### config.mk
export PLATFORM = sky130hd
export DESIGN_NAME = pdld_lock_detect
export DESIGN_NICKNAME = d
export VERILOG_FILES = /design/src/rtl/pdld_lock_detect.v /design/src/rtl/pdld_window_timer.v
export VERILOG_INCLUDE_DIRS = /design/src /design/src/rtl
export SDC_FILE = /design/constraint.sdc
export NUM_CORES = 1
export LEC_CHECK = 0
export ABC_AREA = 1
export BUFFER_PORTS_ARGS = -buffer_cell sky130_fd_sc_hd__buf_4
export CORE_MARGIN = 4
export CORE_UTILIZATION = 25
export CTS_CLUSTER_DIAMETER = 120
export DETAILED_ROUTE_END_ITERATION = 10
export PLACE_DENSITY_LB_ADDON = 0.05
export SLEW_MARGIN = 20
export SYNTH_ARGS = -nofsm -noshare
export SYNTH_HDL_FRONTEND = slang
export SYNTH_HIERARCHICAL = 1
export SYNTH_SLANG_ARGS = --single-unit
### constraint.sdc
create_clock -name clk_sys -period 6.05 [get_ports clk_sys]
set_clock_uncertainty 0.1 [all_clocks]
set_input_delay 0.3025 -clock clk_sys [delete_from_list [all_inputs] [get_ports clk_sys]]
set_output_delay 0.3025 -clock clk_sys [all_outputs]
set_load 0.005 [all_outputs]
### src/rtl/pdld_map.vh
// Register map, field positions and timing constants of the lock detector
`ifndef PDLD_MAP_VH
`define PDLD_MAP_VH

// ----------------------------------------------------------------------
// Register addresses
// ----------------------------------------------------------------------
`define PDLD_ADDR_CTRL      6'h07
`define PDLD_ADDR_GPO       6'h0f
`define PDLD_ADDR_STAT      6'h12

// ----------------------------------------------------------------------
// Control register fields and reset value
// ----------------------------------------------------------------------
`define PDLD_CTRL_RST       24'h00014d
`define PDLD_THR_LSB        0
`define PDLD_EN_BIT         3
`define PDLD_WTYPE_BIT      6
`define PDLD_DUR_LSB        7
`define PDLD_SPD_LSB        10

// ----------------------------------------------------------------------
// Output select and status register fields
// ----------------------------------------------------------------------
`define PDLD_GPO_SEL_RST    5'h01
`define PDLD_GPO_SEL_LOCK   5'h01
`define PDLD_GPO_SEL_TIMER  5'h02
`define PDLD_GPO_SDO_OFF    6
`define PDLD_STAT_LOCK_BIT  1

// ----------------------------------------------------------------------
// Timing
// ----------------------------------------------------------------------
`define PDLD_CLK_MHZ        125
`define PDLD_ANALOG_WIN_NS  10
`define PDLD_ANALOG_WIN_CYC ((`PDLD_ANALOG_WIN_NS * `PDLD_CLK_MHZ + 999) / 1000)
`define PDLD_TMR_HALF0      3'h1
`define PDLD_TMR_HALF1      3'h2
`define PDLD_TMR_HALF2      3'h3
`define PDLD_TMR_HALF3      3'h4

// ----------------------------------------------------------------------
// Lock thresholds and serial frame
// ----------------------------------------------------------------------
`define PDLD_THR0           16'h0005
`define PDLD_THR1           16'h0020
`define PDLD_THR2           16'h0060
`define PDLD_THR3           16'h0100
`define PDLD_THR4           16'h0200
`define PDLD_THR5           16'h0800
`define PDLD_THR6           16'h2000
`define PDLD_THR7           16'hffff
`define PDLD_ADDR_LAST_BIT  5'h06
`define PDLD_FRAME_LAST_BIT 5'h1e

`endif

### src/rtl/pdld_lock_detect.v
// Digital lock detector with serial register port and shared lock pin
// Operation
// - Window type bit picks digital or analog window
// - Duration code sets half to 64 timer cycles
// - Speed code sets timer clock, 00 fastest
// - Timer clock observable on the shared pin
// - Threshold code sets consecutive good pairs needed
// - Enable bit, reset one, gates lock detection
// - Lock flag readable at status bit one
// - Select code one drives lock onto pin
// - Pin carries read data during serial reads
// - Digital window spans 8 to 4096 ns at 125 MHz
// - Edge arrival difference measured, either order
`timescale 1ns/100ps
`include "pdld_map.vh"

module pdld_lock_detect (
  input  wire clk_sys,
  input  wire rst_n,
  input  wire serialEnable,
  input  wire serialClock,
  input  wire serialDataIn,
  input  wire refEdgeIn,
  input  wire vcoDivEdgeIn,
  output reg  lockOrSerialOutPin,
  output reg  lockDetected
);

  // --------------------------------------------------------------------
  // Input synchronisers and edge detection
  // --------------------------------------------------------------------
  reg  [4:0] syncA;
  reg  [4:0] syncB;
  reg  [4:0] syncD;

  always @(posedge clk_sys or negedge rst_n) begin
    if (!rst_n) begin
      syncA <= 5'h00;
      syncB <= 5'h00;
      syncD <= 5'h00;
    end else begin
      syncA <= {vcoDivEdgeIn, refEdgeIn, serialDataIn, serialClock, serialEnable};
      syncB <= syncA;
      syncD <= syncB;
    end
  end

  wire       senS    = syncB[0];
  wire       sckRise = syncB[1] & ~syncD[1];
  wire       sckFall = ~syncB[1] & syncD[1];
  wire       sdiS    = syncB[2];
  wire       refE    = syncB[3] & ~syncD[3];
  wire       vcoE    = syncB[4] & ~syncD[4];

  // --------------------------------------------------------------------
  // Serial register port
  // --------------------------------------------------------------------
  reg  [23:0] ctrl;
  reg  [4:0]  gpoSel;
  reg         sdoOff;
  reg  [23:0] inShift;
  reg  [23:0] readShift;
  reg  [4:0]  bitCnt;
  reg  [5:0]  addr;
  reg         rdFrame;
  reg         readActive;
  reg  [23:0] readData;
  wire [5:0]  addrNow = {inShift[4:0], sdiS};

  always @* begin
    case (addrNow)
      `PDLD_ADDR_CTRL: readData = ctrl;
      `PDLD_ADDR_GPO:  readData = {17'h00000, sdoOff, 1'b0, gpoSel};
      `PDLD_ADDR_STAT: readData = {22'h000000, lockDetected, 1'b0};
      default:         readData = 24'h000000;
    endcase
  end

  always @(posedge clk_sys or negedge rst_n) begin
    if (!rst_n) begin
      ctrl       <= `PDLD_CTRL_RST;
      gpoSel     <= `PDLD_GPO_SEL_RST;
      sdoOff     <= 1'b0;
      inShift    <= 24'h000000;
      readShift  <= 24'h000000;
      bitCnt     <= 5'h00;
      addr       <= 6'h00;
      rdFrame    <= 1'b0;
      readActive <= 1'b0;
    end else if (!senS) begin
      bitCnt     <= 5'h00;
      rdFrame    <= 1'b0;
      readActive <= 1'b0;
    end else if (sckRise) begin
      inShift <= {inShift[22:0], sdiS};
      if (bitCnt != 5'h1f)
        bitCnt <= bitCnt + 5'h01;
      if (bitCnt == 5'h00)
        rdFrame <= sdiS;
      if (bitCnt == `PDLD_ADDR_LAST_BIT) begin
        addr <= addrNow;
        if (rdFrame) begin
          readActive <= 1'b1;
          readShift  <= readData;
        end
      end
      if (bitCnt == `PDLD_FRAME_LAST_BIT && !rdFrame) begin
        if (addr == `PDLD_ADDR_CTRL)
          ctrl <= {inShift[22:0], sdiS};
        if (addr == `PDLD_ADDR_GPO) begin
          gpoSel <= {inShift[3:0], sdiS};
          sdoOff <= inShift[5];
        end
      end
    end else if (sckFall && readActive) begin
      readShift <= {readShift[22:0], 1'b0};
    end
  end

  // --------------------------------------------------------------------
  // Control fields
  // --------------------------------------------------------------------
  wire [2:0] thrCode = ctrl[`PDLD_THR_LSB +: 3];
  wire       ldEnable = ctrl[`PDLD_EN_BIT];
  wire       digital  = ctrl[`PDLD_WTYPE_BIT];
  wire [2:0] durCode  = ctrl[`PDLD_DUR_LSB +: 3];
  wire [1:0] spdCode  = ctrl[`PDLD_SPD_LSB +: 2];
  wire [8:0] cfgKey   = {spdCode, durCode, digital, thrCode};
  reg  [8:0] cfgPrev;
  wire       cfgChange = cfgKey != cfgPrev;

  reg  [15:0] threshold;
  always @* begin
    case (thrCode)
      3'h0:    threshold = `PDLD_THR0;
      3'h1:    threshold = `PDLD_THR1;
      3'h2:    threshold = `PDLD_THR2;
      3'h3:    threshold = `PDLD_THR3;
      3'h4:    threshold = `PDLD_THR4;
      3'h5:    threshold = `PDLD_THR5;
      3'h6:    threshold = `PDLD_THR6;
      default: threshold = `PDLD_THR7;
    endcase
  end

  // --------------------------------------------------------------------
  // Window timer
  // --------------------------------------------------------------------
  wire timerClk;
  wire halfTick;
  reg  timerRestart;

  pdld_window_timer uTimer (
    .clk_sys  (clk_sys),
    .rst_n    (rst_n),
    .speed    (spdCode),
    .restart  (timerRestart),
    .timerClk (timerClk),
    .halfTick (halfTick)
  );

  // Window in half timer cycles when digital, system cycles when analog
  // window source select
  wire [31:0] analogWin = `PDLD_ANALOG_WIN_CYC;
  wire [7:0] winLen   = digital ? (8'h01 << durCode) : analogWin[7:0];
  wire       unitTick = digital ? halfTick : 1'b1;

  // --------------------------------------------------------------------
  // Edge pair measurement
  // --------------------------------------------------------------------
  localparam ST_IDLE = 2'h0;
  localparam ST_WAIT = 2'h1;
  localparam ST_MISS = 2'h2;

  reg  [1:0] state;
  reg  [1:0] next_state;
  reg        pendRef;
  reg        next_pendRef;
  reg  [7:0] elapsed;
  reg        goodPair;
  reg        badPair;
  wire       otherE = pendRef ? vcoE : refE;
  wire       sameE  = pendRef ? refE : vcoE;

  always @* begin
    next_state   = state;
    next_pendRef = pendRef;
    goodPair     = 1'b0;
    badPair      = 1'b0;
    timerRestart = 1'b0;
    case (state)
      ST_IDLE: begin
        if (refE && vcoE) begin
          goodPair = 1'b1;
        end else if (refE || vcoE) begin
          next_state   = ST_WAIT;
          next_pendRef = refE;
          timerRestart = 1'b1;
        end
      end
      ST_WAIT: begin
        if (otherE) begin
          goodPair   = elapsed < winLen;
          badPair    = ~(elapsed < winLen);
          next_state = ST_IDLE;
        end else if (sameE) begin
          badPair      = 1'b1;
          timerRestart = 1'b1;
        end else if (elapsed >= winLen) begin
          badPair    = 1'b1;
          next_state = ST_MISS;
        end
      end
      ST_MISS: begin
        if (otherE) begin
          next_state = ST_IDLE;
        end else if (sameE) begin
          next_state   = ST_WAIT;
          timerRestart = 1'b1;
        end
      end
      default: next_state = ST_IDLE;
    endcase
  end

  // --------------------------------------------------------------------
  // Lock qualification
  // --------------------------------------------------------------------
  reg  [15:0] goodCnt;
  wire [15:0] next_goodCnt = goodCnt + 16'h0001;

  always @(posedge clk_sys or negedge rst_n) begin
    if (!rst_n) begin
      state        <= ST_IDLE;
      pendRef      <= 1'b0;
      elapsed      <= 8'h00;
      goodCnt      <= 16'h0000;
      lockDetected <= 1'b0;
      cfgPrev      <= 9'h000;
    end else begin
      cfgPrev <= cfgKey;
      if (!ldEnable || cfgChange) begin
        state        <= ST_IDLE;
        elapsed      <= 8'h00;
        goodCnt      <= 16'h0000;
        lockDetected <= 1'b0;
      end else begin
        state   <= next_state;
        pendRef <= next_pendRef;
        if (timerRestart)
          elapsed <= 8'h00;
        else if (state == ST_WAIT && unitTick && elapsed != 8'hff)
          elapsed <= elapsed + 8'h01;
        if (badPair) begin
          goodCnt      <= 16'h0000;
          lockDetected <= 1'b0;
        end else if (goodPair) begin
          if (goodCnt != threshold)
            goodCnt <= next_goodCnt;
          if (next_goodCnt >= threshold)
            lockDetected <= 1'b1;
        end
      end
    end
  end

  // --------------------------------------------------------------------
  // Shared lock and serial out pin
  // --------------------------------------------------------------------
  always @(posedge clk_sys or negedge rst_n) begin
    if (!rst_n) begin
      lockOrSerialOutPin <= 1'b0;
    end else if (readActive && !sdoOff) begin
      lockOrSerialOutPin <= readShift[23];
    end else if (gpoSel == `PDLD_GPO_SEL_LOCK) begin
      lockOrSerialOutPin <= lockDetected;
    end else if (gpoSel == `PDLD_GPO_SEL_TIMER) begin
      lockOrSerialOutPin <= timerClk;
    end else begin
      lockOrSerialOutPin <= 1'b0;
    end
  end

endmodule // pdld_lock_detect

### src/rtl/pdld_window_timer.v
// Lock window timer clock, stands in for the internal ring oscillator
`timescale 1ns/100ps
`include "pdld_map.vh"

module pdld_window_timer (
  input  wire       clk_sys,
  input  wire       rst_n,
  input  wire [1:0] speed,
  input  wire       restart,
  output reg        timerClk,
  output reg        halfTick
);

  reg  [2:0] cnt;
  reg  [2:0] halfPeriod;

  always @* begin
    case (speed)
      2'h0:    halfPeriod = `PDLD_TMR_HALF0;
      2'h1:    halfPeriod = `PDLD_TMR_HALF1;
      2'h2:    halfPeriod = `PDLD_TMR_HALF2;
      default: halfPeriod = `PDLD_TMR_HALF3;
    endcase
  end

  // Restart aligns the timer phase to the first edge of a pair
  always @(posedge clk_sys or negedge rst_n) begin
    if (!rst_n) begin
      cnt      <= 3'h0;
      timerClk <= 1'b0;
      halfTick <= 1'b0;
    end else if (restart) begin
      cnt      <= 3'h0;
      timerClk <= 1'b0;
      halfTick <= 1'b0;
    end else if (cnt == halfPeriod - 3'h1) begin
      cnt      <= 3'h0;
      timerClk <= ~timerClk;
      halfTick <= 1'b1;
    end else begin
      cnt      <= cnt + 3'h1;
      halfTick <= 1'b0;
    end
  end

endmodule // pdld_window_timer

* Yosys cells after proc, flatten, opt, wreduce, memory -nomap -nowiden
Index checks and enable logic that the tools add are counted. Widths: inputs -> output; s select.
Cells by class: add/sub/neg operators 5, order comparisons 3, eq/ne operators 36, shifts and indexed selects 1, mux-type cells 62, bitwise operators 12, reductions and logical operators 34
Operator list (count):
- $pmux 16 s7 | 1
- $mux 24 | 4
- $pmux 24 s3 | 1
- $mux 16 | 4
- $mux 8 | 4
- $mux 1 | 31
- $add 16x1->16 const B | 1
- $ge 16x16->1 | 1
- $mux 2 | 8
- $ne 16x16->1 | 1
- $reduce_and 4->1 | 4
- $mux 5 | 3
- $ne 2x1->1 const B | 7
- $eq 6x3->1 const B | 2
- $eq 6x4->1 const B | 2
- $ne 4x4->1 const B | 3
- $reduce_bool 3->1 | 4
- $reduce_and 2->1 | 5
- $eq 3x3->1 const B | 3
- $ne 9x9->1 | 1
- $pmux 3 s3 | 1
- $add 8x1->8 const B | 1
- $ge 8x8->1 | 1
- $lt 8x8->1 | 1
- 32 further kinds | 59
Storage, ports and cells: register bits 148, input port bits 7, output and inout bits 2, word-level logic and storage cells 175

* Logic depth before layout (Yosys ltp)
Gate-level depths: netlist (run 1).
depth in word-level cells 9, gate-level depth with buffers 16, gate-level depth less buffers 16

* Hierarchy
Netlist (run 1), hierarchy kept.
Modules (own cells, without submodules):
- pdld_lock_detect | instances 1, cells each 902, area an instance 7374.6 um2, sequential area each 3535.9 um2
- pdld_window_timer | instances 1, cells each 34, area an instance 260.2 um2, sequential area each 125.1 um2

* Worst setup path before layout (run 1)
No wires, ideal clock.
path kind reg2reg, start point register goodCnt[0], end point register lockDetected, library setup time 0.071 ns, data arrival time 2.320 ns, required time 5.879 ns, slack 3.559 ns, stages on the path, launching flop included 15, path buffers 0, clock period less this slack 2.491 ns, path through dfrtp_1 -> ha_1 -> nand2_1 -> nor3_2 -> nand3_2 -> nor2_1 -> nand2_1 -> xor2_1 -> ha_1 -> nand2_1 -> nor4_1 -> nand3_1 -> nand3_1 -> a21oi_1 -> nor2_1
Between the ends: cells in the longest elaborated chain, start to end 4
RTL lines:
- start: declaration | line pdld_lock_detect.v:229 | reg [15:0] goodCnt;
- start signal: assignment | line pdld_lock_detect.v:259 | goodCnt <= next_goodCnt;
- $add 16x1->16 | line pdld_lock_detect.v:230 | wire [15:0] next_goodCnt = goodCnt + 16'h0001;
- $ge 16x16->1 | line pdld_lock_detect.v:260 | if (next_goodCnt >= threshold)
- $reduce_bool 3->1 (no line)
- $reduce_and 2->1 (no line)
- end signal: assignment | line pdld_lock_detect.v:238 | lockDetected <= 1'b0;
- end signal: assignment | line pdld_lock_detect.v:256 | lockDetected <= 1'b0;
- end signal: assignment | line pdld_lock_detect.v:261 | lockDetected <= 1'b1;
- end: declaration | line pdld_lock_detect.v:26 | output reg lockDetected
Every way passes these cells. A chain may end at the register's enable or synchronous reset.

* Worst setup path in the final report (run 1)
start point register syncB[0], end point register readShift[23]
Between the ends: cells in the longest elaborated chain, start to end 1
RTL lines:
- start: declaration | line pdld_lock_detect.v:33 | reg [4:0] syncB;
- start signal: assignment | line pdld_lock_detect.v:43 | syncB <= syncA;
- $reduce_and 4->1 (no line)
- end signal: assignment | line pdld_lock_detect.v:104 | readShift <= readData;
- end signal: assignment | line pdld_lock_detect.v:116 | readShift <= {readShift[22:0], 1'b0};
- end: declaration | line pdld_lock_detect.v:62 | reg [23:0] readShift;
Every way passes these cells.

==> results of run 1 <==
==> path summary, 6_finish.rpt <==
check,start,endpoint,slack [ps],cells after the start
max reg2reg,syncB[0]$_DFF_PN0_,readShift[23]$_DFFE_PN0P_,2790,7
min reg2reg,syncA[3]$_DFF_PN0_,syncB[3]$_DFF_PN0_,240,0
min,syncA[3]$_DFF_PN0_,syncB[3]$_DFF_PN0_,240,0
min in group asynchronous,rst_n,syncB[3]$_DFF_PN0_,380,2
max,syncB[0]$_DFF_PN0_,readShift[23]$_DFFE_PN0P_,2790,7
max in group asynchronous,rst_n,inShift[2]$_DFFE_PN0P_,4420,3
==> per-layer routing <==
metal,track usage,up-vias,routed length [um]
li1,-,3069,-
met1,0.160,2774,9360
met2,0.208,51,9250
met3,0.0254,11,438
met4,0.0306,0,181
met5,0,-,0
==> layout make-up <==
class | count | area share
well taps | 390 | 0.0565
clock buffers | 18 | 0.0508
clock inverters | 14 | 0.0149
flip-flops and latches | 146 | 0.424
multi-input cells | 638 | 0.384
inverters | 120 | 0.0521
repair buffers | 18 | 0.0178
==> through the flow <==
| stage | power, mW | setup WS (ps) | util | std cells | instance area, um2 |
|---|---|---|---|---|---|
| 3_5_place_dp | 1.13 | 2730 | 0.268 | 1306 | 8010 |
| 4_1_cts | 2.20 | 2680 | 0.289 | 1344 | 8640 |
| 5_1_grt | 2.26 | 2270 | 0.289 | 1344 | 8640 |
| 6_report | 2.15 | 2790 | 0.289 | 1344 | 8640 |
| 3_3_place_gp | 1.13 | 2720 | 0.268 | 1306 | 8010 |
| 2_1_floorplan | 1.08 | 3560 | - | 936 | 7630 |
==> cell usage in the layout (no fill, tap or decap), drive strengths merged <==
cell and instances:
a21boi 1, o22ai 4, dlygate4sd3 6, o21a 2, nand4 15, xnor2 5
nand3 89, a21oi 61, nor2 80, clkinvlp 6, and3 1, nand3b 1
a22oi 1, dfstp 6, clkinv 3, inv 124, dfrtp 140, ha 37
a21o 1, o21bai 1, buf 12, o211ai 1, o31ai 1, nor4 6
clkbuf 18, nand2 217, or2 2, xor2 13, nor3 12, nor3b 1
bufinv 1, o21ai 85, o32ai 1
==> kinds of logic after synthesis <==
family                   after synthesis
AO/OA/AOI/OAI                        159
AND/OR/NAND/NOR                      424
adder cells (fa/ha/maj)               37
XOR/XNOR                              18
buffers and inverters                152
flip-flops                           146
==> cell usage after synthesis, drive strengths merged <==
cell type    n
nor2        80
xnor2        5
dfstp        6
nand4       15
a21o         1
a21boi       1
o31ai        1
nand3b       1
buf         22
dfrtp      140
nor3        12
inv        120
o21bai       1
clkbuf      10
nand2      217
nor3b        1
o211ai       1
o22ai        4
and3         1
o21ai       85
nand3       89
a22oi        1
a21oi       61
xor2        13
or2          2
nor4         6
o21a         2
o32ai        1
ha          37
==> registers in the layout, indices dropped and copies added (netlist names), 2 cells and up <==
register    cells
syncB           5
goodCnt        16
bitCnt          5
readShift      24
state           2
cfgPrev         9
elapsed         8
uTimer/cnt      3
syncD           3
ctrl           24
inShift        23
addr            6
syncA           5
gpoSel          5
==> where the power goes <==
group | switching (mW) | internal [mW]
combinational | 0.0709 | 0.0223
sequential | 0.0158 | 0.999
clock | 0.458 | 0.581
==> worst reg2reg max path, stage by stage, from the launching register on <==
cell,delay [ps]
dfrtp_1,480
inv_1,140
nor2_4,780
nand3_1,200
nand2_1,660
inv_2,440
a21oi_1,250
a22oi_1,80
==> impl_metrics.py, run 1 <==
metrics = {
    "power_and_ir_drop": {
        "p_leak_nw": 3.97,
        "power.density_nw_per_um2": 248,
        "ir_drop_mv": 0.166,
    },
    "cells_and_area": {
        "fill_cells": 3194,
        "fin_nets": 985,
        "drive_above_1_share": 0.0818,
        "antenna_cells": 0,
        "multi_input_area_um2": 3320,
        "ff_latch_area_um2": 3660,
        "area_growth_syn_to_layout_pct": 13.2,
    },
    "clock_tree": {
        "postCtsSetupRepairBufs": 0,
        "cts.clk_slew.worst_paths_ps": 60,
        "root_buffer": "clkbuf_16",
        "cts.sinks": 146,
        "clk-insertion-delay-late_ps": 430,
        "cts_tree": "yes",
        "cts_made_buffers": 17,
        "cts_max_path_buffers": 2,
        "hold_buffers": 6,
        "htreeDepth": 4,
        "cts_resized": 0,
    },
    "synthesis": {
        "synthTopCellsByArea": "dfrtp_1 (46%), nand2_1 (11%), ha_1 (6.1%)",
        "synth_top_cell_by_area": "dfrtp_1",
        "netlist_instances": 936,
        "synth_top_area_frac": 0.459,
        "synth.avg_cell_area_um2": 8.16,
        "synth-simple-area-share": 0.246,
        "synth_compound_area_frac": 0.108,
        "syn_area_um2": 7630,
        "synth_fp_nets": 980,
        "synth_seq_cells": 146,
        "synth_warnings": 6,
        "muxShareOfSynthArea": 0,
        "ys_types": 41,
        "synth_xor_area_frac": 0.0206,
        "synth_top_family_by_area": "simple AND/OR/NAND/NOR gates",
        "yosysSeqAreaShare": 0.480,
        "yosys.area_share.adder": 0.0606,
    },
    "setup_path": {
        "worstSetupPathType": "flip-flop to flip-flop",
        "endpoint_kind": "flip-flop",
        "cp_data_arrival_time_ps": 3450,
        "worstPathBufferInverterCount": 2,
        "slowest_delay_ps": 780,
        "worstPathMaxFanout": 50,
        "critical-path-top-delay-family": "simple AND/OR/NAND/NOR gates",
        "path_cells": "inv_1 -> nor2_4 -> nand3_1 -> nand2_1 -> inv_2 -> a21oi_1 -> a22oi_1",
        "cp.required_ps": 6240,
        "start_kind": "flip-flop",
        "slowest_stage": "nor2_4",
    },
    "run_status": {
        "outcome": "finished clean",
    },
    "drt": {
        "drt_wl_total_mm": 19.2,
        "drc": 0,
        "viasPerCell": 4.39,
        "wire_per_inst_um": 14.3,
        "drt-pass1-iter-count": 4,
        "first_iter_violations": 276,
        "vias": 5905,
        "antenna_left": 0,
    },
    "floorplanning": {
        "core_um2": 29900,
        "rows": 63,
        "die_h_um": 183,
        "dieArea_um2": 33400,
        "die_width_um": 183,
        "io_pins": 9,
        "initial_core_util": 0.256,
    },
    "place": {
        "hpwl_mm": 13.2,
        "place_congestion": 0.751,
        "port_buffers": 8,
    },
    "timing": {
        "worst_slew_pin_slew_ps": 969,
        "min_period_ps": 3260,
        "relSlewSlack": 0.353,
        "setup_viol": 0,
        "hold_viol_final": 0,
        "rsz0062_at_grt": "false",
        "whs_ps": 245,
        "fin_crit_sh": 0.540,
        "fmax_ghz": 0.306,
        "finalSetupTns_ps": 0,
        "finalMaxSlewViolations": 0,
    },
    "global_route": {
        "grt_pass1_wl_mm": 33.0,
        "antenna_found_initial": 0,
        "grt_pass1_vias": 6242,
        "grt_max_degree": 71,
        "gr-usage-all-layers": 0.122,
        "grt.overflow.total": 0,
    },
    "hold_path": {
        "min_path_type": "flip-flop to flip-flop",
    },
    "run": {
        "maxCapViolations": 0,
    },
}
No activity file was read; power rests on OpenSTA's default activity.
==> run 2: changes to the inputs <==
==> constraint.sdc (replaced) <==
create_clock -name clk_sys -period 2.8 [get_ports clk_sys]
set_clock_uncertainty 0.1 [all_clocks]
set_input_delay 0.14 -clock clk_sys [delete_from_list [all_inputs] [get_ports clk_sys]]
set_output_delay 0.14 -clock clk_sys [all_outputs]
set_load 0.005 [all_outputs]
==> impl_metrics.py, run 2 (synthesized netlist as in run 1, its figures left out) <==
metrics = {
    "timing": {
        "worst_slew_pin_slew_ps": 670,
        "fin_crit_sh": 0.917,
        "relSlewSlack": 0.553,
        "rsz0062_at_grt": "true",
        "finalMaxSlewViolations": 0,
        "setup_viol": 0,
        "setup_slack_ps": 234,
        "hold_viol_final": 0,
        "min_period_ps": 2570,
        "fmax_ghz": 0.390,
    },
    "cells_and_area": {
        "ff_latch_area_um2": 3660,
        "final_common_cell": "nand2_1",
        "fill_cells": 3226,
        "fin_nets": 1011,
        "post-route-util": 0.300,
        "largestRegisters": "ctrl x24, readShift x24, inShift x23",
        "multi_input_area_um2": 3350,
        "final_cells": 1370,
        "drive_above_1_share": 0.107,
        "antenna_cells": 0,
        "area_growth_syn_to_layout_pct": 17.3,
        "final_cell_mix": "nand2_1 (213), dfrtp_1 (140), inv_1 (111), nand3_1 (84), o21ai_0 (80)",
    },
    "place": {
        "hpwl_mm": 13.7,
        "dp_slack_ps": 32.7,
        "place_congestion": 0.745,
        "placed_cells": 1331,
        "port_buffers": 8,
    },
    "clock_tree": {
        "cts.clk_slew.worst_paths_ps": 70,
        "clk-insertion-delay-late_ps": 430,
        "cts_made_buffers": 17,
        "htreeDepth": 4,
        "cts_tree": "yes",
        "cts.sinks": 146,
        "root_buffer": "clkbuf_16",
        "cts_max_path_buffers": 2,
    },
    "setup_path": {
        "slowest_delay_ps": 350,
        "cp.required_ps": 3060,
        "cp_data_arrival_time_ps": 2830,
        "crit_path_start": "goodCnt[1]$_DFFE_PN0P_",
        "slowest_stage": "dfrtp_1",
        "rrSetupSlack_ps": 230,
        "endpoint_kind": "flip-flop",
        "path_cells": "ha_1 -> nand2_1 -> nor3_4 -> nand3_2 -> nor2_1 -> nand2_1 -> xor2_1 -> ha_1 -> nand2_1 -> nor4_4 -> nand3_1 -> nand3_1 -> a21oi_1 -> nor2_1",
        "crit_path_frequent_cell": "nand2_1",
        "worstSetupPathType": "flip-flop to flip-flop",
        "start_kind": "flip-flop",
        "reg2reg_from": "goodCnt[1]$_DFFE_PN0P_",
        "worstPathMaxFanout": 4,
    },
    "drt": {
        "antenna_left": 0,
        "drt_wl_total_mm": 19.7,
        "met2_length_mm": 9.45,
        "wire_per_inst_um": 14.4,
        "topRoutingLayerUsed": "met4",
        "met1Wirelength_mm": 9.56,
        "wl_met3_um": 457,
        "first_iter_violations": 278,
        "vias": 5971,
        "viasPerCell": 4.36,
        "drc": 0,
        "drt-pass1-iter-count": 4,
    },
    "power_and_ir_drop": {
        "ir_drop_mv": 0.368,
        "p_leak_nw": 4.17,
        "power.density_nw_per_um2": 540,
    },
    "global_route": {
        "gr-usage-all-layers": 0.125,
        "antenna_found_initial": 0,
        "grt.overflow.total": 0,
        "grt_pass1_vias": 6281,
        "grt_pass1_wl_mm": 33.5,
        "grt_max_degree": 57,
    },
    "floorplanning": {
        "die_h_um": 183,
        "dieArea_um2": 33400,
        "io_pins": 9,
        "rows": 63,
        "initial_core_util": 0.256,
        "core_um2": 29900,
        "die_width_um": 183,
    },
    "run": {
        "maxCapViolations": 0,
    },
    "hold_path": {
        "min_path_type": "primary input to asynchronous set/reset pin",
    },
    "run_status": {
        "outcome": "finished clean",
    },
}
==> run 2: cell type report <==
cell class,instances,share of cell area
clock inverters,11,0.0170
inverters,120,0.0503
clock buffers,21,0.0514
repair buffers,44,0.0446
flip-flops and latches,146,0.409
well taps,390,0.0545
multi-input cells,638,0.374
==> run 2: metal layers <==
layer	track usage	vias to the layer above
met5	0	-
li1	-	3109
met4	0.0351	0
met2	0.208	52
met1	0.166	2797
met3	0.0262	13
==> run 2: worst max-delay path: cells and delay by family, from the launching register on <==
kind | cells | cell delay (ps)
fa+ha+maj | 2 | 450
simple gates | 10 | 1380
flops | 1 | 350
xor+xnor | 1 | 160
compound gates | 1 | 60
==> run 2: path summary, 6_finish.rpt <==
check	endpoint	cells after the start
min reg2reg	syncB[1]$_DFF_PN0_	0
min in group clk_sys	syncB[1]$_DFF_PN0_	0
max in group asynchronous	readActive$_DFFE_PN0P_	3
min	syncB[3]$_DFF_PN0_	2
max	lockDetected$_DFFE_PN0P_	14
max reg2reg	lockDetected$_DFFE_PN0P_	14
==> run 2: per-stage QoR <==
step / total power [mW] / hold WS [ps] / instance area, um2 / setup TNS (ps)
floorplan: 2.33 / -256 / 7630 / 0
global placement: 2.46 / 64.3 / 8250 / 0
detailed placement: 2.45 / 67.1 / 8250 / 0
CTS: 4.97 / 181 / 8920 / 0
global route: 5.09 / 209 / 8960 / -17.7
finish: 4.84 / 157 / 8960 / 0
==> run 2: what timing repair did <==
item,CTS,global route
buffers inserted,0,1
endpoints found under the setup margin,0,6
gates resized for setup,0,5
hold buffers,6,0
endpoints found under the hold margin,57,0
==> run 2: report_power, final <==
part	internal, mW	switching (mW)
combinational	0.0591	0.156
clock	1.46	0.971
sequential	2.16	0.0366
total	3.68	1.16
